### src/inc/e1cc_pkg.sv
// shared constants and types for the e1 common control block
package e1cc_pkg;
  // register addresses on the parallel port
  localparam logic [7:0] CC_THREE_ADDR = 8'h1B;
  localparam logic [7:0] CC_SIX_ADDR   = 8'h1D;
  localparam logic [7:0] CC_FOUR_ADDR  = 8'hA8;
  localparam logic [7:0] CC_FIVE_ADDR  = 8'hAA;
  localparam logic [7:0] REG_RST   = 8'h00;
  localparam logic [7:0] RD_NONE   = 8'h00;
  // writable bits of common_control_three and six; their unassigned bits read as zero
  localparam logic [7:0] CC_THREE_WMASK = 8'hEF;
  localparam logic [7:0] CC_SIX_WMASK   = 8'hE7;
  // common_control_three fields
  localparam int B3_TX_ESTORE_EN = 7;
  localparam int B3_CHAN_BLK_SEL = 6;
  localparam int B3_IDLE_REG_SEL = 5;
  localparam int B3_RX_SIG_REINS = 3;
  localparam int B3_TX_SIG_REINS = 2;
  localparam int B3_TX_BPCLK_SEL = 1;
  localparam int B3_CARRIER_ALT  = 0;
  // common_control_four fields
  localparam int B4_REMOTE_LOOP  = 7;
  localparam int B4_LOCAL_LOOP   = 6;
  localparam int B4_LINE_AIS     = 5;
  // common_control_five fields
  localparam int B5_RX_ALIGN     = 6;
  localparam int B5_TX_ALIGN     = 5;
  // common_control_six fields
  localparam int B6_DISCONNECT   = 6;
  localparam int B6_TX_CLK_SRC   = 2;
  localparam int B6_RX_ES_RESET  = 1;
  localparam int B6_TX_ES_RESET  = 0;
  // channel select field
  localparam int CHAN_W = 5;
  localparam int CHAN_MSB = 4;
  // carrier loss zero-run thresholds
  localparam logic [11:0] ZEROS_STD = 12'h0FF;
  localparam logic [11:0] ZEROS_ALT = 12'h800;
  // timing
  localparam int unsigned CLK_KHZ     = 250000;
  localparam int unsigned RAI_MF_MS   = 128;
  localparam int unsigned CONST_RAI_MS = 400;
  localparam int unsigned RAI_MF_CYC   = RAI_MF_MS * CLK_KHZ;
  localparam int unsigned CONST_RAI_CYC = CONST_RAI_MS * CLK_KHZ;
  // crc4 multiframe search tracker
  typedef enum logic [3:0] {
    CRC_IDLE = 4'h1,
    CRC_WAIT = 4'h2,
    CRC_LATE = 4'h4,
    CRC_HOLD = 4'h8
  } e1cc_crc_st_e;
endpackage : e1cc_pkg

### src/inc/e1cc_strm_if.sv
// valid/ready carrier for line words between internal modules
`timescale 1ns/100ps
interface e1cc_strm_if #(parameter int W = 2);
  logic         valid;
  logic         ready;
  logic [W-1:0] data;
  modport src (output valid, output data, input ready);
  modport snk (input valid, input data, output ready);
endinterface : e1cc_strm_if

### src/rtl/e1cc_skid2.sv
// two-entry registered buffer in the transmit line path
`timescale 1ns/100ps
module e1cc_skid2 (
  input  wire logic sys_clk,
  input  wire logic nrst,
  e1cc_strm_if.snk  in_s,
  e1cc_strm_if.src  out_s
);
  logic                       out_vld_ff;
  logic                       skid_vld_ff;
  logic [$bits(in_s.data)-1:0] out_dat_ff;
  logic [$bits(in_s.data)-1:0] skid_dat_ff;
  wire                        push = in_s.valid & ~skid_vld_ff;
  wire                        pop  = out_vld_ff & out_s.ready;

  // ready falls only when the spare slot is occupied
  assign in_s.ready  = ~skid_vld_ff;
  assign out_s.valid = out_vld_ff;
  assign out_s.data  = out_dat_ff;

  // head refills from spare first, then from input
  always_ff @(posedge sys_clk or negedge nrst) begin
    if (!nrst) begin
      out_vld_ff  <= 1'b0;
      skid_vld_ff <= 1'b0;
      out_dat_ff  <= '0;
      skid_dat_ff <= '0;
    end else if (!out_vld_ff || pop) begin
      out_dat_ff  <= skid_vld_ff ? skid_dat_ff : in_s.data;
      out_vld_ff  <= skid_vld_ff | push;
      skid_vld_ff <= 1'b0;
    end else if (push) begin
      skid_dat_ff <= in_s.data;
      skid_vld_ff <= 1'b1;
    end
  end
endmodule : e1cc_skid2

### src/rtl/e1cc_crc_timer.sv
// times the crc4 multiframe search after fas sync
`timescale 1ns/100ps
module e1cc_crc_timer #(
  parameter int unsigned LATE_CYC  = e1cc_pkg::RAI_MF_CYC,
  parameter int unsigned CONST_CYC = e1cc_pkg::CONST_RAI_CYC,
  localparam int         CNT_W     = $clog2(CONST_CYC + 1)
) (
  input  wire logic sys_clk,
  input  wire logic nrst,
  input  wire logic searching,
  output logic      late_ff,
  output logic      const_ff
);
  e1cc_pkg::e1cc_crc_st_e st_ff;
  e1cc_pkg::e1cc_crc_st_e nxt_st;
  logic [CNT_W-1:0]       cnt_ff;
  wire                    hit_late  = (cnt_ff == CNT_W'(LATE_CYC - 1));
  wire                    hit_const = (cnt_ff == CNT_W'(CONST_CYC - 1));

  // search state steps
  always_comb begin
    nxt_st = st_ff;
    case (st_ff)
      e1cc_pkg::CRC_IDLE: if (searching) nxt_st = e1cc_pkg::CRC_WAIT;
      e1cc_pkg::CRC_WAIT: begin
        if (!searching) nxt_st = e1cc_pkg::CRC_IDLE;
        else if (hit_late) nxt_st = e1cc_pkg::CRC_LATE;
      end
      e1cc_pkg::CRC_LATE: begin
        if (!searching) nxt_st = e1cc_pkg::CRC_IDLE;
        else if (hit_const) nxt_st = e1cc_pkg::CRC_HOLD;
      end
      e1cc_pkg::CRC_HOLD: if (!searching) nxt_st = e1cc_pkg::CRC_IDLE;
      default: nxt_st = e1cc_pkg::CRC_IDLE;
    endcase
  end

  // elapsed search time and flags
  always_ff @(posedge sys_clk or negedge nrst) begin
    if (!nrst) begin
      st_ff    <= e1cc_pkg::CRC_IDLE;
      cnt_ff   <= '0;
      late_ff  <= 1'b0;
      const_ff <= 1'b0;
    end else begin
      st_ff    <= nxt_st;
      cnt_ff   <= (nxt_st == e1cc_pkg::CRC_IDLE) ? '0 : cnt_ff + 1'b1;
      late_ff  <= (nxt_st == e1cc_pkg::CRC_LATE) || (nxt_st == e1cc_pkg::CRC_HOLD);
      const_ff <= (nxt_st == e1cc_pkg::CRC_HOLD);
    end
  end
endmodule : e1cc_crc_timer

### src/rtl/e1cc_common_ctrl.sv
// e1 common control: registers, automatic alarms, loopbacks, line patterns
`timescale 1ns/100ps
module e1cc_common_ctrl #(
  parameter int unsigned RAI_WAIT_CYC  = e1cc_pkg::RAI_MF_CYC,
  parameter int unsigned CONST_RAI_CYC = e1cc_pkg::CONST_RAI_CYC
) (
  input  wire logic       sys_clk,
  input  wire logic       nrst,
  input  wire logic [7:0] cpu_addr,
  input  wire logic       cpu_wr,
  input  wire logic       cpu_rd,
  input  wire logic [7:0] cpu_wdata,
  output logic      [7:0] cpu_rdata,
  input  wire logic       auto_ais_en,
  input  wire logic       auto_rai_en,
  input  wire logic       crc4_en,
  input  wire logic       rx_loss_sync,
  input  wire logic       rx_ais_detect,
  input  wire logic       fas_sync,
  input  wire logic       crc4_mf_sync,
  input  wire logic       tx_clock_fail_mux,
  input  wire logic       tx_clock_stopped,
  input  wire logic       tx_fmt_valid,
  input  wire logic       tx_fmt_pos,
  input  wire logic       tx_fmt_neg,
  output logic            tx_fmt_ready,
  input  wire logic       rx_line_valid,
  input  wire logic       rx_line_pos_in,
  input  wire logic       rx_line_neg_in,
  output logic            tx_line_valid,
  input  wire logic       tx_line_ready,
  output logic            tx_line_pos_out,
  output logic            tx_line_neg_out,
  output logic            rx_fr_valid,
  output logic            rx_fr_pos,
  output logic            rx_fr_neg,
  output logic            rx_carrier_loss,
  output logic            tx_ais_active,
  output logic            tx_rai_active,
  output logic            tx_rai_constant,
  output logic            tx_estore_enable,
  output logic            chan_block_func_sel,
  output logic            idle_reg_func_sel,
  output logic            rx_sig_reinsert_en,
  output logic            tx_sig_reinsert_en,
  output logic            tx_backplane_clk_sel,
  output logic            tx_clk_use_recovered,
  output logic            rx_estore_align,
  output logic            tx_estore_align,
  output logic            rx_estore_reset,
  output logic            tx_estore_reset,
  input  wire logic       tx_ts_valid,
  input  wire logic [4:0] tx_ts_num,
  input  wire logic [7:0] tx_ts_data,
  input  wire logic       rx_ts_valid,
  input  wire logic [4:0] rx_ts_num,
  input  wire logic [7:0] rx_ts_data,
  output logic      [7:0] tx_chan_monitor_reg,
  output logic      [7:0] rx_chan_monitor_reg
);
  localparam int DLY_ONE = 1;

  logic [7:0]  cc_three_ff, cc_four_ff, cc_five_ff, cc_six_ff;
  logic [7:0]  rdata_ff;
  logic        ais_ff, rai_ff, clk_rec_ff;
  logic        rx_align_ff, tx_align_ff, rx_rst_ff, tx_rst_ff;
  logic        fr_vld_ff, fr_pos_ff, fr_neg_ff, rcl_ff;
  logic [11:0] zero_cnt_ff;
  logic [1:0]  gen_cnt_ff;
  logic [7:0]  tx_mon_ff, rx_mon_ff;
  logic        late_w, const_w;

  e1cc_strm_if #(.W(2)) buf_in ();
  e1cc_strm_if #(.W(2)) buf_out ();

  // true when a timeslot beat carries the selected channel
  function automatic logic chan_hit(input logic vld, input logic [4:0] num,
                                    input logic [4:0] sel);
    chan_hit = vld && (num == sel);
  endfunction : chan_hit

  // register write decode
  wire wr3 = cpu_wr && (cpu_addr == e1cc_pkg::CC_THREE_ADDR);
  wire wr4 = cpu_wr && (cpu_addr == e1cc_pkg::CC_FOUR_ADDR);
  wire wr5 = cpu_wr && (cpu_addr == e1cc_pkg::CC_FIVE_ADDR);
  wire wr6 = cpu_wr && (cpu_addr == e1cc_pkg::CC_SIX_ADDR);

  // read selection, unmapped addresses read zero
  wire [7:0] rd_mux =
    (cpu_addr == e1cc_pkg::CC_THREE_ADDR) ? cc_three_ff :
    (cpu_addr == e1cc_pkg::CC_FOUR_ADDR)  ? cc_four_ff :
    (cpu_addr == e1cc_pkg::CC_FIVE_ADDR)  ? cc_five_ff :
    (cpu_addr == e1cc_pkg::CC_SIX_ADDR)   ? cc_six_ff : e1cc_pkg::RD_NONE;

  // command edges: only a write turning the bit from 0 to 1 fires
  wire nxt_rx_align = wr5 && cpu_wdata[e1cc_pkg::B5_RX_ALIGN]
                      && !cc_five_ff[e1cc_pkg::B5_RX_ALIGN];
  wire nxt_tx_align = wr5 && cpu_wdata[e1cc_pkg::B5_TX_ALIGN]
                      && !cc_five_ff[e1cc_pkg::B5_TX_ALIGN];
  wire nxt_rx_rst   = wr6 && cpu_wdata[e1cc_pkg::B6_RX_ES_RESET]
                      && !cc_six_ff[e1cc_pkg::B6_RX_ES_RESET];
  wire nxt_tx_rst   = wr6 && cpu_wdata[e1cc_pkg::B6_TX_ES_RESET]
                      && !cc_six_ff[e1cc_pkg::B6_TX_ES_RESET];

  // control register file and read port
  always_ff @(posedge sys_clk or negedge nrst) begin
    if (!nrst) begin
      cc_three_ff <= e1cc_pkg::REG_RST;
      cc_four_ff  <= e1cc_pkg::REG_RST;
      cc_five_ff  <= e1cc_pkg::REG_RST;
      cc_six_ff   <= e1cc_pkg::REG_RST;
      rdata_ff <= e1cc_pkg::RD_NONE;
    end else begin
      if (wr3) cc_three_ff <= cpu_wdata & e1cc_pkg::CC_THREE_WMASK;
      if (wr4) cc_four_ff <= cpu_wdata;
      if (wr5) cc_five_ff <= cpu_wdata;
      if (wr6) cc_six_ff <= cpu_wdata & e1cc_pkg::CC_SIX_WMASK;
      if (cpu_rd) rdata_ff <= rd_mux;
    end
  end

  always_ff @(posedge sys_clk or negedge nrst) begin
    if (!nrst) begin
      rx_align_ff <= 1'b0;
      tx_align_ff <= 1'b0;
      rx_rst_ff   <= 1'b0;
      tx_rst_ff   <= 1'b0;
    end else begin
      rx_align_ff <= nxt_rx_align;
      tx_align_ff <= nxt_tx_align;
      rx_rst_ff   <= nxt_rx_rst;
      tx_rst_ff   <= nxt_tx_rst;
    end
  end

  assign tx_estore_enable     = cc_three_ff[e1cc_pkg::B3_TX_ESTORE_EN];
  assign chan_block_func_sel  = cc_three_ff[e1cc_pkg::B3_CHAN_BLK_SEL];
  assign idle_reg_func_sel    = cc_three_ff[e1cc_pkg::B3_IDLE_REG_SEL];
  assign rx_sig_reinsert_en   = cc_three_ff[e1cc_pkg::B3_RX_SIG_REINS];
  assign tx_sig_reinsert_en   = cc_three_ff[e1cc_pkg::B3_TX_SIG_REINS];
  assign tx_backplane_clk_sel = cc_three_ff[e1cc_pkg::B3_TX_BPCLK_SEL];
  assign cpu_rdata            = rdata_ff;

  // control bits used by the data path
  wire       remote_loop_en         = cc_four_ff[e1cc_pkg::B4_REMOTE_LOOP];
  wire       local_loop_en          = cc_four_ff[e1cc_pkg::B4_LOCAL_LOOP];
  wire       line_ais_force         = cc_four_ff[e1cc_pkg::B4_LINE_AIS];
  wire       disconnect_pattern_gen = cc_six_ff[e1cc_pkg::B6_DISCONNECT];
  wire       carrier_loss_alt       = cc_three_ff[e1cc_pkg::B3_CARRIER_ALT];
  wire [4:0] tx_chan_monitor_sel    = cc_four_ff[e1cc_pkg::CHAN_MSB:0];
  wire [4:0] rx_chan_monitor_sel    = cc_five_ff[e1cc_pkg::CHAN_MSB:0];

  // crc4 multiframe search timer
  e1cc_crc_timer #(
    .LATE_CYC  (RAI_WAIT_CYC),
    .CONST_CYC (CONST_RAI_CYC)
  ) u_crc_timer (
    .sys_clk   (sys_clk),
    .nrst      (nrst),
    .searching (crc4_en && fas_sync && !crc4_mf_sync),
    .late_ff   (late_w),
    .const_ff  (const_w)
  );

  // receive alarm conditions shared by ais and rai
  wire rx_alarm = rx_loss_sync || rx_ais_detect || rcl_ff;
  // crc4 late search adds a rai cause
  wire nxt_rai  = auto_rai_en && (rx_alarm || late_w || const_w);

  always_ff @(posedge sys_clk or negedge nrst) begin
    if (!nrst) begin
      ais_ff     <= 1'b0;
      rai_ff     <= 1'b0;
      clk_rec_ff <= 1'b0;
    end else begin
      ais_ff     <= auto_ais_en && rx_alarm;
      rai_ff     <= nxt_rai;
      clk_rec_ff <= cc_six_ff[e1cc_pkg::B6_TX_CLK_SRC]
                    || (tx_clock_fail_mux && tx_clock_stopped);
    end
  end

  // generated patterns: alternating marks for ones, mark-space for 1010
  wire       gen_mode = line_ais_force || disconnect_pattern_gen || (ais_ff && !remote_loop_en);
  wire [1:0] ones_w   = {~gen_cnt_ff[0], gen_cnt_ff[0]};
  wire [1:0] disc_w   = {~gen_cnt_ff[0] & ~gen_cnt_ff[1], ~gen_cnt_ff[0] & gen_cnt_ff[1]};

  assign buf_in.data =
    line_ais_force         ? ones_w :
    disconnect_pattern_gen ? disc_w :
    remote_loop_en         ? {rx_line_pos_in, rx_line_neg_in} :
    ais_ff                 ? ones_w : {tx_fmt_pos, tx_fmt_neg};
  assign buf_in.valid  = (remote_loop_en && !line_ais_force && !disconnect_pattern_gen)
                         ? rx_line_valid : tx_fmt_valid;
  assign buf_out.ready = tx_line_ready;
  assign tx_fmt_ready  = buf_in.ready;

  // line word buffer
  e1cc_skid2 u_skid (
    .sys_clk (sys_clk),
    .nrst    (nrst),
    .in_s    (buf_in),
    .out_s   (buf_out)
  );

  assign tx_line_valid   = buf_out.valid;
  assign tx_line_pos_out = buf_out.data[1];
  assign tx_line_neg_out = buf_out.data[0];

  wire gen_step = gen_mode && tx_fmt_valid && buf_in.ready;
  wire tx_pop   = buf_out.valid && tx_line_ready;

  // local loop feeds the framer with transmitted words
  wire nxt_fr_vld = local_loop_en ? tx_pop : rx_line_valid;
  wire nxt_fr_pos = local_loop_en ? buf_out.data[1] : rx_line_pos_in;
  wire nxt_fr_neg = local_loop_en ? buf_out.data[0] : rx_line_neg_in;

  wire [11:0] zero_thr = carrier_loss_alt ? e1cc_pkg::ZEROS_ALT : e1cc_pkg::ZEROS_STD;
  wire        fr_zero  = !fr_pos_ff && !fr_neg_ff;
  wire [11:0] nxt_zero =
    !fr_vld_ff ? zero_cnt_ff :
    !fr_zero   ? 12'h000 :
    (zero_cnt_ff >= zero_thr) ? zero_thr : zero_cnt_ff + 12'h001;

  // receive path register, carrier loss and pattern phase
  always_ff @(posedge sys_clk or negedge nrst) begin
    if (!nrst) begin
      fr_vld_ff   <= 1'b0;
      fr_pos_ff   <= 1'b0;
      fr_neg_ff   <= 1'b0;
      zero_cnt_ff <= 12'h000;
      rcl_ff      <= 1'b0;
      gen_cnt_ff  <= 2'h0;
    end else begin
      fr_vld_ff   <= nxt_fr_vld;
      fr_pos_ff   <= nxt_fr_pos;
      fr_neg_ff   <= nxt_fr_neg;
      zero_cnt_ff <= nxt_zero;
      rcl_ff      <= (nxt_zero >= zero_thr);
      if (gen_step) gen_cnt_ff <= gen_cnt_ff + 2'h1;
    end
  end

  always_ff @(posedge sys_clk or negedge nrst) begin
    if (!nrst) begin
      tx_mon_ff <= 8'h00;
      rx_mon_ff <= 8'h00;
    end else begin
      if (chan_hit(tx_ts_valid, tx_ts_num, tx_chan_monitor_sel)) tx_mon_ff <= tx_ts_data;
      if (chan_hit(rx_ts_valid, rx_ts_num, rx_chan_monitor_sel)) rx_mon_ff <= rx_ts_data;
    end
  end

  assign rx_fr_valid          = fr_vld_ff;
  assign rx_fr_pos            = fr_pos_ff;
  assign rx_fr_neg            = fr_neg_ff;
  assign rx_carrier_loss      = rcl_ff;
  assign tx_ais_active        = ais_ff;
  assign tx_rai_active        = rai_ff;
  assign tx_rai_constant      = const_w;
  assign tx_clk_use_recovered = clk_rec_ff;
  assign rx_estore_align      = rx_align_ff;
  assign tx_estore_align      = tx_align_ff;
  assign rx_estore_reset      = rx_rst_ff;
  assign tx_estore_reset      = tx_rst_ff;
  assign tx_chan_monitor_reg  = tx_mon_ff;
  assign rx_chan_monitor_reg  = rx_mon_ff;
endmodule : e1cc_common_ctrl

### config.mk
export PLATFORM = sky130hd
export DESIGN_NAME = e1cc_common_ctrl
export DESIGN_NICKNAME = d
export VERILOG_FILES = /design/src/inc/e1cc_pkg.sv /design/src/inc/e1cc_strm_if.sv /design/src/rtl/e1cc_skid2.sv /design/src/rtl/e1cc_crc_timer.sv /design/src/rtl/e1cc_common_ctrl.sv
export SDC_FILE = /design/constraint.sdc
export NUM_CORES = 1
export LEC_CHECK = 0
export CAP_MARGIN = 20
export CORE_ASPECT_RATIO = 0.5
export CORE_MARGIN = 8
export CORE_UTILIZATION = 46
export CTS_BUF_LIST = sky130_fd_sc_hd__clkbuf_2
export DETAILED_ROUTE_END_ITERATION = 16
export DONT_BUFFER_PORTS = 1
export MAX_ROUTING_LAYER = met4
export SYNTH_ARGS = -nofsm -noshare
export SYNTH_HDL_FRONTEND = slang
export SYNTH_SLANG_ARGS = --single-unit
### constraint.sdc
create_clock -name sys_clk -period 6 [get_ports sys_clk]
set_input_delay 1.2 -clock sys_clk [delete_from_list [all_inputs] [get_ports sys_clk]]
set_output_delay 1.2 -clock sys_clk [all_outputs]
set_load 0.02 [all_outputs]
; ---- Yosys cells after proc, flatten, opt, wreduce, memory -nomap -nowiden
; Index checks and enable logic that the tools add are counted.
[totals]
register_bits = 117
latchBits = 0
ram_bits = 0
mem_bits_ro = 0
input_bits = 64
out_inout_bits = 46
word_cells = 132
n_memories = 0
[classes]
addsub = 3
n_mul = 0
div = 0
n_lt_le_gt_ge = 2
eq_ne = 15
n_shift = 0
n_mux = 27
bitwise_logic = 9
reduce_logical = 48
[ops]
columns = op, n
row1 = 12-bit 2-to-1 mux, 4
row2 = 8-bit 2-to-1 mux, 4
row3 = 27-bit by 1-bit adder with 27-bit output (second input constant), 1
row4 = 27-bit by 25-bit == test with 1-bit output (second input constant), 1
row5 = 27-bit == test (second input constant), 1
row6 = 27-bit 2-to-1 mux, 1
row7 = 1-bit logical AND, 26
row8 = 12-bit >= comparator, 2
row9 = 4-bit 2-to-1 mux, 6
row10 = 8-bit by 5-bit == test with 1-bit output (second input constant), 2
row11 = 8-bit == test (second input constant), 2
row12 = 4-bit one-hot mux with 4 select lines, 1
row13 = 12-bit by 1-bit adder with 12-bit output (second input constant), 1
row14 = 1-bit zero test, 11
row15 = 5-bit == test, 2
row16 = 2-bit 2-to-1 mux, 5
row17 = 1-bit logical OR, 9
row18 = 4-bit by 1-bit == test with 1-bit output (second input constant), 2
row19 = 4-bit by 3-bit == test with 1-bit output (second input constant), 2
row20 = 4-bit == test (second input constant), 2
row21 = 1-bit 2-to-1 mux, 6
row22 = 1-bit bitwise AND, 4
row23 = 4-bit by 2-bit == test with 1-bit output (second input constant), 1
row24 = 1-bit NOT, 4
row25 = 4 further kinds, 4

; ---- Longest topological paths before layout
; Gate-level depths: netlist (run 1).
[logic_depth]
word_depth = 7
mapped_depth = 14
depth_no_buf = 14

; ---- Cells and area by module
; Synthesis (run 1) repeated with hierarchy kept, for this count alone.
[unflattened]
hier_cells = 548
area_unflattened_um2 = 6069.6
[by_module_without_submodules]
columns = module, n_inst, cells_each, area_each_um2, seq_area_each_um2
row1 = e1cc_common_ctrl, 1, 354, 4046.4, 1951.9
row2 = e1cc_crc_timer, 1, 176, 1751.7, 827.0
row3 = e1cc_skid2, 1, 18, 271.5, 150.1

; ---- Worst setup path before layout (run 1)
; Ideal clock, no wire load.
[synth_path]
kind = register to register
start = register cc_three_ff[0]
end = register rcl_ff (netlist: rx_carrier_loss)
setup_time_ns = 0.127
t_arrival_ns = 3.503
setup_slack_ns = 2.370
stages_incl_launch_ff = 15
n_path_buf = 1
path_cell_list = dfrtp_1 -> inv_1 -> ha_1 -> nor3b_1 -> o21ai_0 -> a2111o_1 -> or2_1 -> buf_6 -> o21ai_0 -> a22o_1 -> ha_1 -> a21o_1 -> a211oi_1 -> nand3_1 -> o32a_2
[synth_via]
elab_chain_cells = 6
[synth_rtl]
columns = item, line_no
row1 = from (decl), e1cc_common_ctrl.sv:63  ; logic [7:0] cc_three_ff, cc_four_ff, cc_five_ff, cc_six_ff;
row2 = from (signal assigned), e1cc_common_ctrl.sv:108  ; cc_three_ff <= e1cc_pkg::REG_RST;
row3 = from (signal assigned), e1cc_common_ctrl.sv:114  ; if (wr3) cc_three_ff <= cpu_wdata & e1cc_pkg::CC_THREE_WMASK;
row4 = 12-bit 2-to-1 mux *, e1cc_common_ctrl.sv:218  ; wire [11:0] zero_thr = carrier_loss_alt ? e1cc_pkg::ZEROS_ALT : e1cc_pkg::ZEROS_STD;
row5 = 12-bit >= comparator, e1cc_common_ctrl.sv:223  ; (zero_cnt_ff >= zero_thr) ? zero_thr : zero_cnt_ff + 12'h001;
row6 = 12-bit 2-to-1 mux *, e1cc_common_ctrl.sv:223
row7 = 12-bit 2-to-1 mux *, e1cc_common_ctrl.sv:222  ; !fr_zero ? 12'h000 :
row8 = 12-bit 2-to-1 mux *, e1cc_common_ctrl.sv:221  ; !fr_vld_ff ? zero_cnt_ff :
row9 = named net nxt_zero[6], e1cc_common_ctrl.sv:220  ; wire [11:0] nxt_zero =
row10 = 12-bit >= comparator *, e1cc_common_ctrl.sv:239  ; rcl_ff <= (nxt_zero >= zero_thr);
row11 = to (signal assigned), e1cc_common_ctrl.sv:239
row12 = to (decl), e1cc_common_ctrl.sv:67  ; logic fr_vld_ff, fr_pos_ff, fr_neg_ff, rcl_ff;
; The timed path passes the listed nets; every way through them passes the cells marked *.
; A chain may end at the register's enable or synchronous reset.

; ---- Worst setup path in the final report (run 1)
; Ends and elaborated chain as after synthesis.

==> flow_metrics.env, run 1 <==
export IMPL_reg2regPathDepth=14
export IMPL_drt_vias_per_instance=5.682
export IMPL_flip_flop_count_of_the_largest_register_all_copies_and_words_added=27
export IMPL_critPathLaunchType="flip-flop"
export IMPL_fraction_of_the_yosys_area_taken_by_sequential_cells=0.5041
export IMPL_outcome="finished clean"
export IMPL_grt_max_degree=118
export IMPL_min_cycle_time_layout_ns=4.286
export IMPL_finalCoreUtilization=0.5003
export IMPL_fp_dieH_um=95.47
export IMPL_worstMarginPinSlew_ns=0.9516
export IMPL_cap_violations=0
export IMPL_core_area_um2=12480
export IMPL_grt_util_all_layers=0.1660
export IMPL_crit_fanout=19
export IMPL_final_cell_area_um2=6245
export IMPL_syn_to_final_growth_pct=7.472
export IMPL_antennaDiodeCount=0
export IMPL_synth_top_area_cell="sky130_fd_sc_hd__dfrtp_1"
export IMPL_drt_first_pass_iters=5
export IMPL_clock_skew_final_ns=0.02878
export IMPL_dpl_cell_area_um2=5982
export IMPL_syn_inst=524
export IMPL_leakagePower_nw=2.808
export IMPL_pwr_density_cell_nw_per_um2=264.4
export IMPL_syn_nets=610
export IMPL_final_hold_worst_slack_ns=0.2040
export IMPL_rows=29
export IMPL_clock_root_cell="sky130_fd_sc_hd__clkbuf_2"
export IMPL_min_path_type="in2async"
export IMPL_grt_antenna_before_repair=0
export IMPL_place_congestion=0.8222
export IMPL_maxSlewHeadroom=0.3656
export IMPL_cts_tree="done"
export IMPL_grt_overflow_total=0
export IMPL_clock_sink_count=117
export IMPL_ys_seq_elements=117
export IMPL_setup_worst_path_class="reg2reg"
export IMPL_yosys_cell_count_top_type="sky130_fd_sc_hd__dfrtp_1"
export IMPL_fin_tns_setup_ns=0
export IMPL_finalHoldViolations=0
export IMPL_port_buffer_count=0
export IMPL_remaining_drc_errors=0
export IMPL_cp_data_required_time_ns=6.56
export IMPL_cts_clk_slew_worst_paths_ns=0.20
export IMPL_synth_edff_count=0
export IMPL_cts_htree_levels=4
export IMPL_clock_tree_buffer_depth=2
export IMPL_layout_nets=619
export IMPL_cts_hold_buffers_added=0
export IMPL_clock_latency_at_the_later_pin_of_the_worst_skew_pair_ns=0.66
export IMPL_top_register="u_crc_timer.cnt_ff"
export IMPL_ioPinCount=110
export IMPL_synth_avg_cell_area_um2=11.09
export IMPL_drive_above_1_share=0.1648
export IMPL_rsz_0062_raised_after_global_routing="false"
export IMPL_die_w_um=174.9
export IMPL_total_power_mw=1.651
export IMPL_synthFlopType="sky130_fd_sc_hd__dfrtp_1"
export IMPL_nFillCells=1190
export IMPL_first_pass_grt_wire_length_um=21360
export IMPL_asyncSetResetFlopFracSynth=1.000
export IMPL_synth_distinct_cells=55
export IMPL_placed_cells=684
export IMPL_cts_buffers_inserted=17
export IMPL_detailedRoute_firstIterationViolations=346
export IMPL_biggestRegsByFlops="u_crc_timer.cnt_ff: 27 flops, zero_cnt_ff: 12 flops"
export IMPL_setup_violations=0
export IMPL_timing_fmax_ghz=0.2333
export IMPL_post_cts_repair_setup_buffers=0
export IMPL_drt_wl_total_um=13050
export IMPL_finalCritPeriodShare=0.7143
export IMPL_detailroute_via_count=4068
export IMPL_yosysWarningCount=0
export IMPL_worstPathArrival_ns=4.84
export IMPL_pre_cts_ws_ns=1.742
export IMPL_number_of_global_route_vias_before_repair=4053
export IMPL_worst_setup_slack_after_layout_ns=1.714
export IMPL_final_cell_count_no_fill=716
export IMPL_biggest_area_contributors_in_the_synthesized_netlist="sky130_fd_sc_hd__dfrtp_1, sky130_fd_sc_hd__mux2_2, sky130_fd_sc_hd__ha_1"
export IMPL_irDropWorstVdd_mv=0.1033
export IMPL_drt_wirelength_per_cell_um=18.22
export IMPL_final_antenna_violating_net_count=0
export IMPL_timing_max_transition_violations_final=0
export IMPL_initial_utilization=0.4655
export IMPL_post_synth_most_frequent_cells="sky130_fd_sc_hd__dfrtp_1, sky130_fd_sc_hd__mux2_2, sky130_fd_sc_hd__nor2_1, sky130_fd_sc_hd__nand2_1, sky130_fd_sc_hd__o21ai_0"
export IMPL_post_cts_resized=0
export IMPL_end_kind="flip-flop"
export IMPL_fp_dieArea_um2=16700
export IMPL_synth_top_cell_area_share=0.4996
export IMPL_cell_area_after_synthesis_um2=5811
export IMPL_final_hpwl_from_detailed_placement_um=9205
export IMPL_r2r_slack_ns=1.71
routing by layer:
| layer | routed length [um] | vias to the layer above | GRT usage |
|---|---|---|---|
| met5 | 0 | - | - |
| met4 | 173 | 0 | 0.05957 |
| li1 | - | 1953 | - |
| met1 | 5679 | 2036 | 0.1945 |
| met3 | 457 | 18 | 0.04269 |
| met2 | 6736 | 61 | 0.2772 |
worst max-delay path: stages, from the launching register on:
cell                        delay (ns)
sky130_fd_sc_hd__dfrtp_1          0.81
sky130_fd_sc_hd__inv_1            0.24
sky130_fd_sc_hd__ha_1             0.34
sky130_fd_sc_hd__nor3b_1          0.18
sky130_fd_sc_hd__o21ai_0          0.11
sky130_fd_sc_hd__a2111o_1         0.63
sky130_fd_sc_hd__nand2_1          0.30
sky130_fd_sc_hd__o21ai_0          0.13
sky130_fd_sc_hd__a22o_1           0.24
sky130_fd_sc_hd__ha_1             0.27
sky130_fd_sc_hd__a21o_1           0.15
sky130_fd_sc_hd__a211o_1          0.28
sky130_fd_sc_hd__o2111ai_1        0.09
sky130_fd_sc_hd__nand3_1          0.10
sky130_fd_sc_hd__o32a_2           0.33
path summary, 6_finish.rpt:
kind / from / to
worst max-delay path: cc_three_ff[0] / rx_carrier_loss
worst min-delay path: nrst / u_crc_timer.cnt_ff[0]
worst max register to register: cc_three_ff[0] / rx_carrier_loss
worst min register to register: cc_six_ff[0] / tx_estore_reset
max in group asynchronous: nrst / cpu_rdata[7]
min in group sys_clk: cc_six_ff[0] / tx_estore_reset
power by group:
group          switching [mW]  internal [mW]  total [mW]
clock network           0.332          0.234       0.566
logic                  0.0568         0.0715       0.128
registers               0.105          0.852       0.957
total                   0.494           1.16        1.65
cell families (layout without fill, tap and decap cells):
family	after synthesis	in the layout	share of synthesized area
muxes	55	55	0.1055
DFF	117	117	0.5041
buffers and inverters	27	49	0.01873
and+or+nand+nor	174	174	0.1624
adders and majority gates	22	22	0.04737
AOI/OAI and AO/OA	94	94	0.1092
xor gates and xnor gates	35	35	0.05276
placed cells by master (no fill, tap or decap), types with 5 or more instances in the layout:
cell type and n:
sky130_fd_sc_hd__a21o_1 5, sky130_fd_sc_hd__a21oi_1 11, sky130_fd_sc_hd__a22o_1 7, sky130_fd_sc_hd__a22oi_1 14
sky130_fd_sc_hd__a31oi_1 6, sky130_fd_sc_hd__and3_1 9, sky130_fd_sc_hd__and4_1 7, sky130_fd_sc_hd__clkbuf_2 17
sky130_fd_sc_hd__dfrtp_1 116, sky130_fd_sc_hd__ha_1 22, sky130_fd_sc_hd__inv_1 16, sky130_fd_sc_hd__mux2_2 50
sky130_fd_sc_hd__mux2i_1 5, sky130_fd_sc_hd__nand2_1 29, sky130_fd_sc_hd__nand3_1 23, sky130_fd_sc_hd__nand4_1 9
sky130_fd_sc_hd__nor2_1 42, sky130_fd_sc_hd__nor3_1 8, sky130_fd_sc_hd__nor3b_1 8, sky130_fd_sc_hd__nor4_1 8
sky130_fd_sc_hd__o21ai_0 27, sky130_fd_sc_hd__o31ai_1 6, sky130_fd_sc_hd__or3_1 8, sky130_fd_sc_hd__xnor2_1 10
sky130_fd_sc_hd__xor2_1 25
cell type report:
| cell class | count | area (um^2) | share of cell area |
|---|---|---|---|
| clock inverter | 15 | 177.7 | 0.02845 |
| clock buffer | 17 | 85.08 | 0.01362 |
| tap | 170 | 212.7 | 0.03406 |
| multi-input combinational | 380 | 2773 | 0.4440 |
| sequential | 117 | 2929 | 0.4690 |
| inverter | 16 | 60.06 | 0.009617 |
| timing repair buffer | 1 | 7.507 | 0.001202 |
Note: power is estimated with default switching activity, not from simulation.
==> run 2: changes to the inputs <==
- ABC_AREA: not set -> 1
- clock period: 6 -> 3.8 ns (I/O delays scaled with it)
==> flow_metrics.env, run 2 <==
export IMPL_port_buffer_count=0
export IMPL_ioPinCount=110
export IMPL_drt_vias_per_instance=5.089
export IMPL_pwr_density_cell_nw_per_um2=397.7
export IMPL_cts_htree_levels=4
export IMPL_syn_nets=847
export IMPL_synth_edff_count=0
export IMPL_first_pass_grt_wire_length_um=24470
export IMPL_irDropWorstVdd_mv=0.2328
export IMPL_holdPathStages=2
export IMPL_timing_max_transition_violations_final=0
export IMPL_number_of_global_route_vias_before_repair=4819
export IMPL_detailroute_via_count=4880
export IMPL_synth_compound_gate_area_share=0.1087
export IMPL_leakagePower_nw=3.213
export IMPL_yosysWarningCount=0
export IMPL_rsz_0062_raised_after_global_routing="false"
export IMPL_synth_top_cell_area_share=0.4748
export IMPL_clock_skew_final_ns=0.02572
export IMPL_synth_top_family_by_area="simple AND/OR/NAND/NOR gates"
export IMPL_final_antenna_violating_net_count=0
export IMPL_grt_overflow_total=0
export IMPL_remaining_drc_errors=0
export IMPL_clock_sink_count=117
export IMPL_end_kind="flip-flop"
export IMPL_setup_violations=0
export IMPL_flip_flop_count_of_the_largest_register_all_copies_and_words_added=27
export IMPL_reg2regPathDepth=24
export IMPL_yosys_mux_area_fraction=0.003684
export IMPL_yosys_area_share_adder=0.04503
export IMPL_most_common_layout_cells="sky130_fd_sc_hd__nand2_1, sky130_fd_sc_hd__inv_1, sky130_fd_sc_hd__dfrtp_1"
export IMPL_fp_dieArea_um2=17460
export IMPL_detailedRoute_firstIterationViolations=299
export IMPL_min_cycle_time_layout_ns=3.393
export IMPL_yosys_area_share_xor_xnor=0.03009
export IMPL_holdCritStartpoint="auto_ais_en"
export IMPL_clock_tree_buffer_depth=2
export IMPL_grt_antenna_before_repair=0
export IMPL_synthFlopType="sky130_fd_sc_hd__dfrtp_1"
export IMPL_synth_distinct_cells=42
export IMPL_cts_clk_slew_worst_paths_ns=0.18
export IMPL_syn_inst=761
export IMPL_cts_buffers_inserted=17
export IMPL_min_path_type="in2reg"
export IMPL_layout_nets=862
export IMPL_finalHoldViolations=0
export IMPL_grt_util_all_layers=0.1785
export IMPL_fraction_of_the_yosys_area_taken_by_sequential_cells=0.4791
export IMPL_cts_tree="done"
export IMPL_critPathLaunchType="flip-flop"
export IMPL_synth_simple_gate_area_frac=0.2546
export IMPL_synth_top_area_cell="sky130_fd_sc_hd__dfrtp_1"
export IMPL_fin_tns_setup_ns=0
export IMPL_timing_fmax_ghz=0.2948
export IMPL_rows=29
export IMPL_initial_utilization=0.4773
export IMPL_fp_dieH_um=97.52
export IMPL_drive_above_1_share=0.07478
export IMPL_outcome="finished clean"
export IMPL_finalCritPeriodShare=0.8928
export IMPL_cap_violations=0
export IMPL_syn_to_final_growth_pct=7.450
export IMPL_die_w_um=179.0
export IMPL_place_congestion=0.9039
export IMPL_core_area_um2=12810
export IMPL_drt_first_pass_iters=5
export IMPL_multi_input_area_um2=2703
export IMPL_setup_worst_path_class="reg2reg"
export IMPL_regToRegStartpoint="cc_three_ff[0]"
export IMPL_crit_fanout=17
export IMPL_r2r_slack_ns=0.41
export IMPL_maxSlewHeadroom=0.4437
export IMPL_drt_wirelength_per_cell_um=15.24
export IMPL_whs_endpoint="tx_ais_active"
export IMPL_final_hpwl_from_detailed_placement_um=11090
export IMPL_biggestRegsByFlops="u_crc_timer.cnt_ff: 27 flops, zero_cnt_ff: 12 flops"
export IMPL_worstMarginPinSlew_ns=0.8314
export IMPL_grt_max_degree=118
export IMPL_ys_seq_elements=117
export IMPL_drt_wl_total_um=14620
export IMPL_top_register="u_crc_timer.cnt_ff"
export IMPL_nFillCells=1266
export IMPL_asyncSetResetFlopFracSynth=1.000
export IMPL_biggest_area_contributors_in_the_synthesized_netlist="sky130_fd_sc_hd__dfrtp_1, sky130_fd_sc_hd__nand2_1, sky130_fd_sc_hd__inv_1"
export IMPL_post_synth_most_frequent_cells="sky130_fd_sc_hd__nand2_1, sky130_fd_sc_hd__dfrtp_1, sky130_fd_sc_hd__inv_1, sky130_fd_sc_hd__nor2_1, sky130_fd_sc_hd__o21ai_0"
export IMPL_synth_avg_cell_area_um2=8.033
export IMPL_clock_latency_at_the_later_pin_of_the_worst_skew_pair_ns=0.66
export IMPL_worstReg2RegEnd="rx_carrier_loss"
export IMPL_clock_root_cell="sky130_fd_sc_hd__clkbuf_2"
export IMPL_yosys_cell_count_top_type="sky130_fd_sc_hd__nand2_1"
export IMPL_final_common_cell="sky130_fd_sc_hd__nand2_1"
export IMPL_worstPathArrival_ns=3.96
export IMPL_total_power_mw=2.612
export IMPL_cell_area_after_synthesis_um2=6113
export IMPL_cp_data_required_time_ns=4.37
export IMPL_antennaDiodeCount=0
export IMPL_final_seq_area_um2=2930
## run 2: per-stage QoR
stage	cells	setup WS, ns	cell area (um^2)	hold slack, ns	utilization
2_1_floorplan	761	0.7503	6113	0.4231	-
3_3_place_gp	925	0.2801	6302	0.4434	0.4920
3_5_place_dp	925	0.2200	6302	0.4514	0.4920
4_1_cts	959	0.1513	6568	0.1266	0.5127
5_1_grt	959	0.06003	6569	0.1353	0.5128
6_report	959	0.4074	6569	0.1835	0.5128
## run 2: kinds of logic after synthesis
group           count (synthesis)
buf+inv                       127
fa+ha+maj                      22
flops                         117
compound gates                117
simple gates                  355
xor+xnor                       21
mux                             2
## run 2: routing by layer
metal  GRT usage  share of wire  vias to the layer above
met5           -              0                        -
met4     0.05559          0.015                        0
met3     0.03646          0.039                       23
met2      0.3037           0.51                       85
met1      0.2087           0.43                     2287
li1            -              -                     2485
## run 2: worst max path at each step
stage	from	to	slack [ns]	cells past startpoint
global route	cc_three_ff[0]	rx_carrier_loss	0.06	25
CTS	cc_three_ff[0]	rx_carrier_loss	0.15	24
floorplan	cc_three_ff[0]	rx_carrier_loss	0.75	24
global placement	cc_three_ff[0]	rx_carrier_loss	0.28	24
finish	cc_three_ff[0]	rx_carrier_loss	0.41	24
detailed placement	cc_three_ff[0]	rx_carrier_loss	0.22	24
## run 2: cell type report
| class | instances | share of cell area |
|---|---|---|
| Inverter | 120 | 0.06857 |
| Timing Repair Buffer | 3 | 0.006857 |
| Clock buffer | 18 | 0.01371 |
| Multi-Input combinational cell | 517 | 0.4114 |
| Clock inverter | 14 | 0.02095 |
| Tap cell | 170 | 0.03238 |
| Sequential cell | 117 | 0.4461 |
## run 2: worst max-delay path, stage by stage (launching register included)
cell and delay [ns]:
sky130_fd_sc_hd__dfrtp_2 0.60, sky130_fd_sc_hd__inv_1 0.19, sky130_fd_sc_hd__ha_1 0.34, sky130_fd_sc_hd__or2_2 0.29, sky130_fd_sc_hd__nand2_1 0.12, sky130_fd_sc_hd__nand2_2 0.15, sky130_fd_sc_hd__nand2_1 0.11, sky130_fd_sc_hd__nand2_1 0.18
sky130_fd_sc_hd__o22ai_1 0.20, sky130_fd_sc_hd__inv_1 0.08, sky130_fd_sc_hd__ha_1 0.28, sky130_fd_sc_hd__inv_1 0.05, sky130_fd_sc_hd__nand2_1 0.04, sky130_fd_sc_hd__nand2_1 0.05, sky130_fd_sc_hd__nand2_1 0.04, sky130_fd_sc_hd__nand2_1 0.05
sky130_fd_sc_hd__nand2_1 0.04, sky130_fd_sc_hd__nand2_1 0.05, sky130_fd_sc_hd__nand2_1 0.05, sky130_fd_sc_hd__nand2_1 0.05, sky130_fd_sc_hd__nand2_1 0.04, sky130_fd_sc_hd__nor2_1 0.08, sky130_fd_sc_hd__nand3_1 0.09, sky130_fd_sc_hd__nand2_1 0.07
sky130_fd_sc_hd__nand2_1 0.05
## run 2: what timing repair did
item | 4_1_cts | 5_1_grt
endpoints found under the setup margin | 0 | 1
buffers inserted | 0 | 0
hold buffers | 2 | 0
resized for setup | 0 | 1
hold endpoints to repair | 117 | 0
## run 2: power by group
| group | internal, mW | switching [mW] |
|---|---|---|
| combinational | 0.120 | 0.184 |
| sequential | 1.35 | 0.169 |
| clock | 0.295 | 0.498 |
==> run 3: changes to the inputs <==
- CORE_MARGIN: 8 -> 1
==> flow_metrics.env, run 3 (same netlist as run 2, synthesis figures left out) <==
export IMPL_dpl_cell_area_um2=6302
export IMPL_first_pass_grt_wire_length_um=23060
export IMPL_syn_to_final_growth_pct=6.570
export IMPL_end_kind="flip-flop"
export IMPL_grt_overflow_total=0
export IMPL_cts_tree="done"
export IMPL_layout_nets=862
export IMPL_irDropWorstVdd_mv=0.1394
export IMPL_fin_tns_setup_ns=0
export IMPL_final_cell_count_no_fill=959
export IMPL_place_congestion=0.8648
export IMPL_number_of_global_route_vias_before_repair=4693
export IMPL_detailedRoute_firstIterationViolations=294
export IMPL_leakagePower_nw=3.208
export IMPL_grt_antenna_before_repair=0
export IMPL_finalCoreUtilization=0.5086
export IMPL_pre_cts_ws_ns=0.4783
export IMPL_ioPinCount=110
export IMPL_worst_setup_slack_after_layout_ns=0.4717
export IMPL_worstMarginPinSlew_ns=0.8858
export IMPL_cp_data_required_time_ns=4.32
export IMPL_worstPathArrival_ns=3.85
export IMPL_clock_latency_at_the_later_pin_of_the_worst_skew_pair_ns=0.63
export IMPL_placed_cells=925
export IMPL_setup_worst_path_class="reg2reg"
export IMPL_outcome="finished clean"
export IMPL_cts_clk_slew_worst_paths_ns=0.19
export IMPL_drt_first_pass_iters=4
export IMPL_clock_root_cell="sky130_fd_sc_hd__clkbuf_2"
export IMPL_final_common_cell="sky130_fd_sc_hd__nand2_1"
export IMPL_flip_flop_count_of_the_largest_register_all_copies_and_words_added=27
export IMPL_timing_fmax_ghz=0.3005
export IMPL_final_cell_area_um2=6515
export IMPL_detailroute_via_count=4870
export IMPL_cts_buffers_inserted=17
export IMPL_top_register="u_crc_timer.cnt_ff"
export IMPL_finalCritPeriodShare=0.8759
export IMPL_total_power_mw=2.489
export IMPL_drt_wirelength_per_cell_um=14.31
export IMPL_min_cycle_time_layout_ns=3.328
export IMPL_crit_fanout=10
export IMPL_rsz_0062_raised_after_global_routing="false"
export IMPL_drive_above_1_share=0.06591
export IMPL_fp_dieArea_um2=13780
export IMPL_clock_sink_count=117
export IMPL_initial_utilization=0.4773
export IMPL_grt_max_degree=118
export IMPL_setup_violations=0
export IMPL_pwr_density_cell_nw_per_um2=382.1
export IMPL_clock_skew_final_ns=0.04370
export IMPL_final_hpwl_from_detailed_placement_um=10260
export IMPL_die_w_um=165.0
export IMPL_clock_tree_buffer_depth=2
export IMPL_biggestRegsByFlops="u_crc_timer.cnt_ff: 27 flops, zero_cnt_ff: 12 flops"
export IMPL_most_common_layout_cells="sky130_fd_sc_hd__nand2_1, sky130_fd_sc_hd__dfrtp_1, sky130_fd_sc_hd__inv_1"
export IMPL_cts_htree_levels=4
export IMPL_drt_vias_per_instance=5.078
export IMPL_final_hold_worst_slack_ns=0.2374
export IMPL_finalHoldViolations=0
export IMPL_min_path_type="in2reg"
export IMPL_rows=29
export IMPL_remaining_drc_errors=0
export IMPL_grt_util_all_layers=0.2220
export IMPL_antennaDiodeCount=0
export IMPL_final_antenna_violating_net_count=0
export IMPL_port_buffer_count=0
export IMPL_timing_max_transition_violations_final=0
export IMPL_critPathLaunchType="flip-flop"
export IMPL_fp_dieH_um=83.52
export IMPL_core_area_um2=12810
export IMPL_maxSlewHeadroom=0.4073
export IMPL_cap_violations=0
export IMPL_drt_wl_total_um=13720
-- run 3: worst max-delay path, stage by stage, from the launching register on --
cell	delay, ns
sky130_fd_sc_hd__dfrtp_1	0.56
sky130_fd_sc_hd__inv_1	0.20
sky130_fd_sc_hd__ha_1	0.34
sky130_fd_sc_hd__or2_2	0.29
sky130_fd_sc_hd__nand2_1	0.12
sky130_fd_sc_hd__nand2_2	0.15
sky130_fd_sc_hd__nand2_1	0.11
sky130_fd_sc_hd__nand2_1	0.18
sky130_fd_sc_hd__o22ai_1	0.21
sky130_fd_sc_hd__inv_1	0.07
sky130_fd_sc_hd__ha_1	0.27
sky130_fd_sc_hd__inv_1	0.05
sky130_fd_sc_hd__nand2_1	0.04
sky130_fd_sc_hd__nand2_1	0.05
sky130_fd_sc_hd__nand2_1	0.04
sky130_fd_sc_hd__nand2_1	0.05
sky130_fd_sc_hd__nand2_1	0.04
sky130_fd_sc_hd__nand2_1	0.05
sky130_fd_sc_hd__nand2_1	0.04
sky130_fd_sc_hd__nand2_1	0.05
sky130_fd_sc_hd__nand2_1	0.05
sky130_fd_sc_hd__nor2_1	0.08
sky130_fd_sc_hd__nand3_1	0.08
sky130_fd_sc_hd__nand2_1	0.07
sky130_fd_sc_hd__nand2_1	0.05
-- run 3: what timing repair did --
action,4_1_cts,5_1_grt
hold buffers,1,1
resized for setup,0,0
setup buffers,0,0
hold endpoints to repair,117,4
-- run 3: layout make-up --
type,instances,area [um^2]
fillers,1261,6294
flip-flops and latches,117,2929
multi-input cells,517,2703
inverters,120,450.4
well taps,170,212.7
clock buffers,21,105.1
clock inverters,11,70.07
repair buffers,3,45.04
-- run 3: routing by layer --
metal / GRT usage / vias to the layer above / wire [um]
li1: - / 2494 / -
met1: 0.2933 / 2286 / 6536
met2: 0.3477 / 67 / 6576
met3: 0.04173 / 23 / 409
met4: 0.06589 / 0 / 199
met5: - / - / 0
-- run 3: path summary, 6_finish.rpt --
kind | from | to | slack (ns) | depth (start not counted)
hold / removal | tx_ts_data[6] | tx_chan_monitor_reg[6] | 0.24 | 2
min in group asynchronous | nrst | u_skid.out_s.data[0] | 0.72 | 2
setup reg to reg | cc_three_ff[0] | rx_carrier_loss | 0.47 | 24
hold reg to reg | cc_five_ff[6] | rx_estore_align | 0.46 | 1
setup / recovery | cc_three_ff[0] | rx_carrier_loss | 0.47 | 24
max in group asynchronous | nrst | u_crc_timer.st_ff[2] | 2.58 | 2
-- run 3: where the power goes --
group / total, mW / leakage, nW / switching (mW) / internal [mW]
Clock: 0.673 / 0.122 / 0.446 / 0.227
Sequential: 1.51 / 1.55 / 0.165 / 1.35
Combinational: 0.305 / 1.53 / 0.185 / 0.120
Total: 2.49 / 3.21 / 0.796 / 1.69
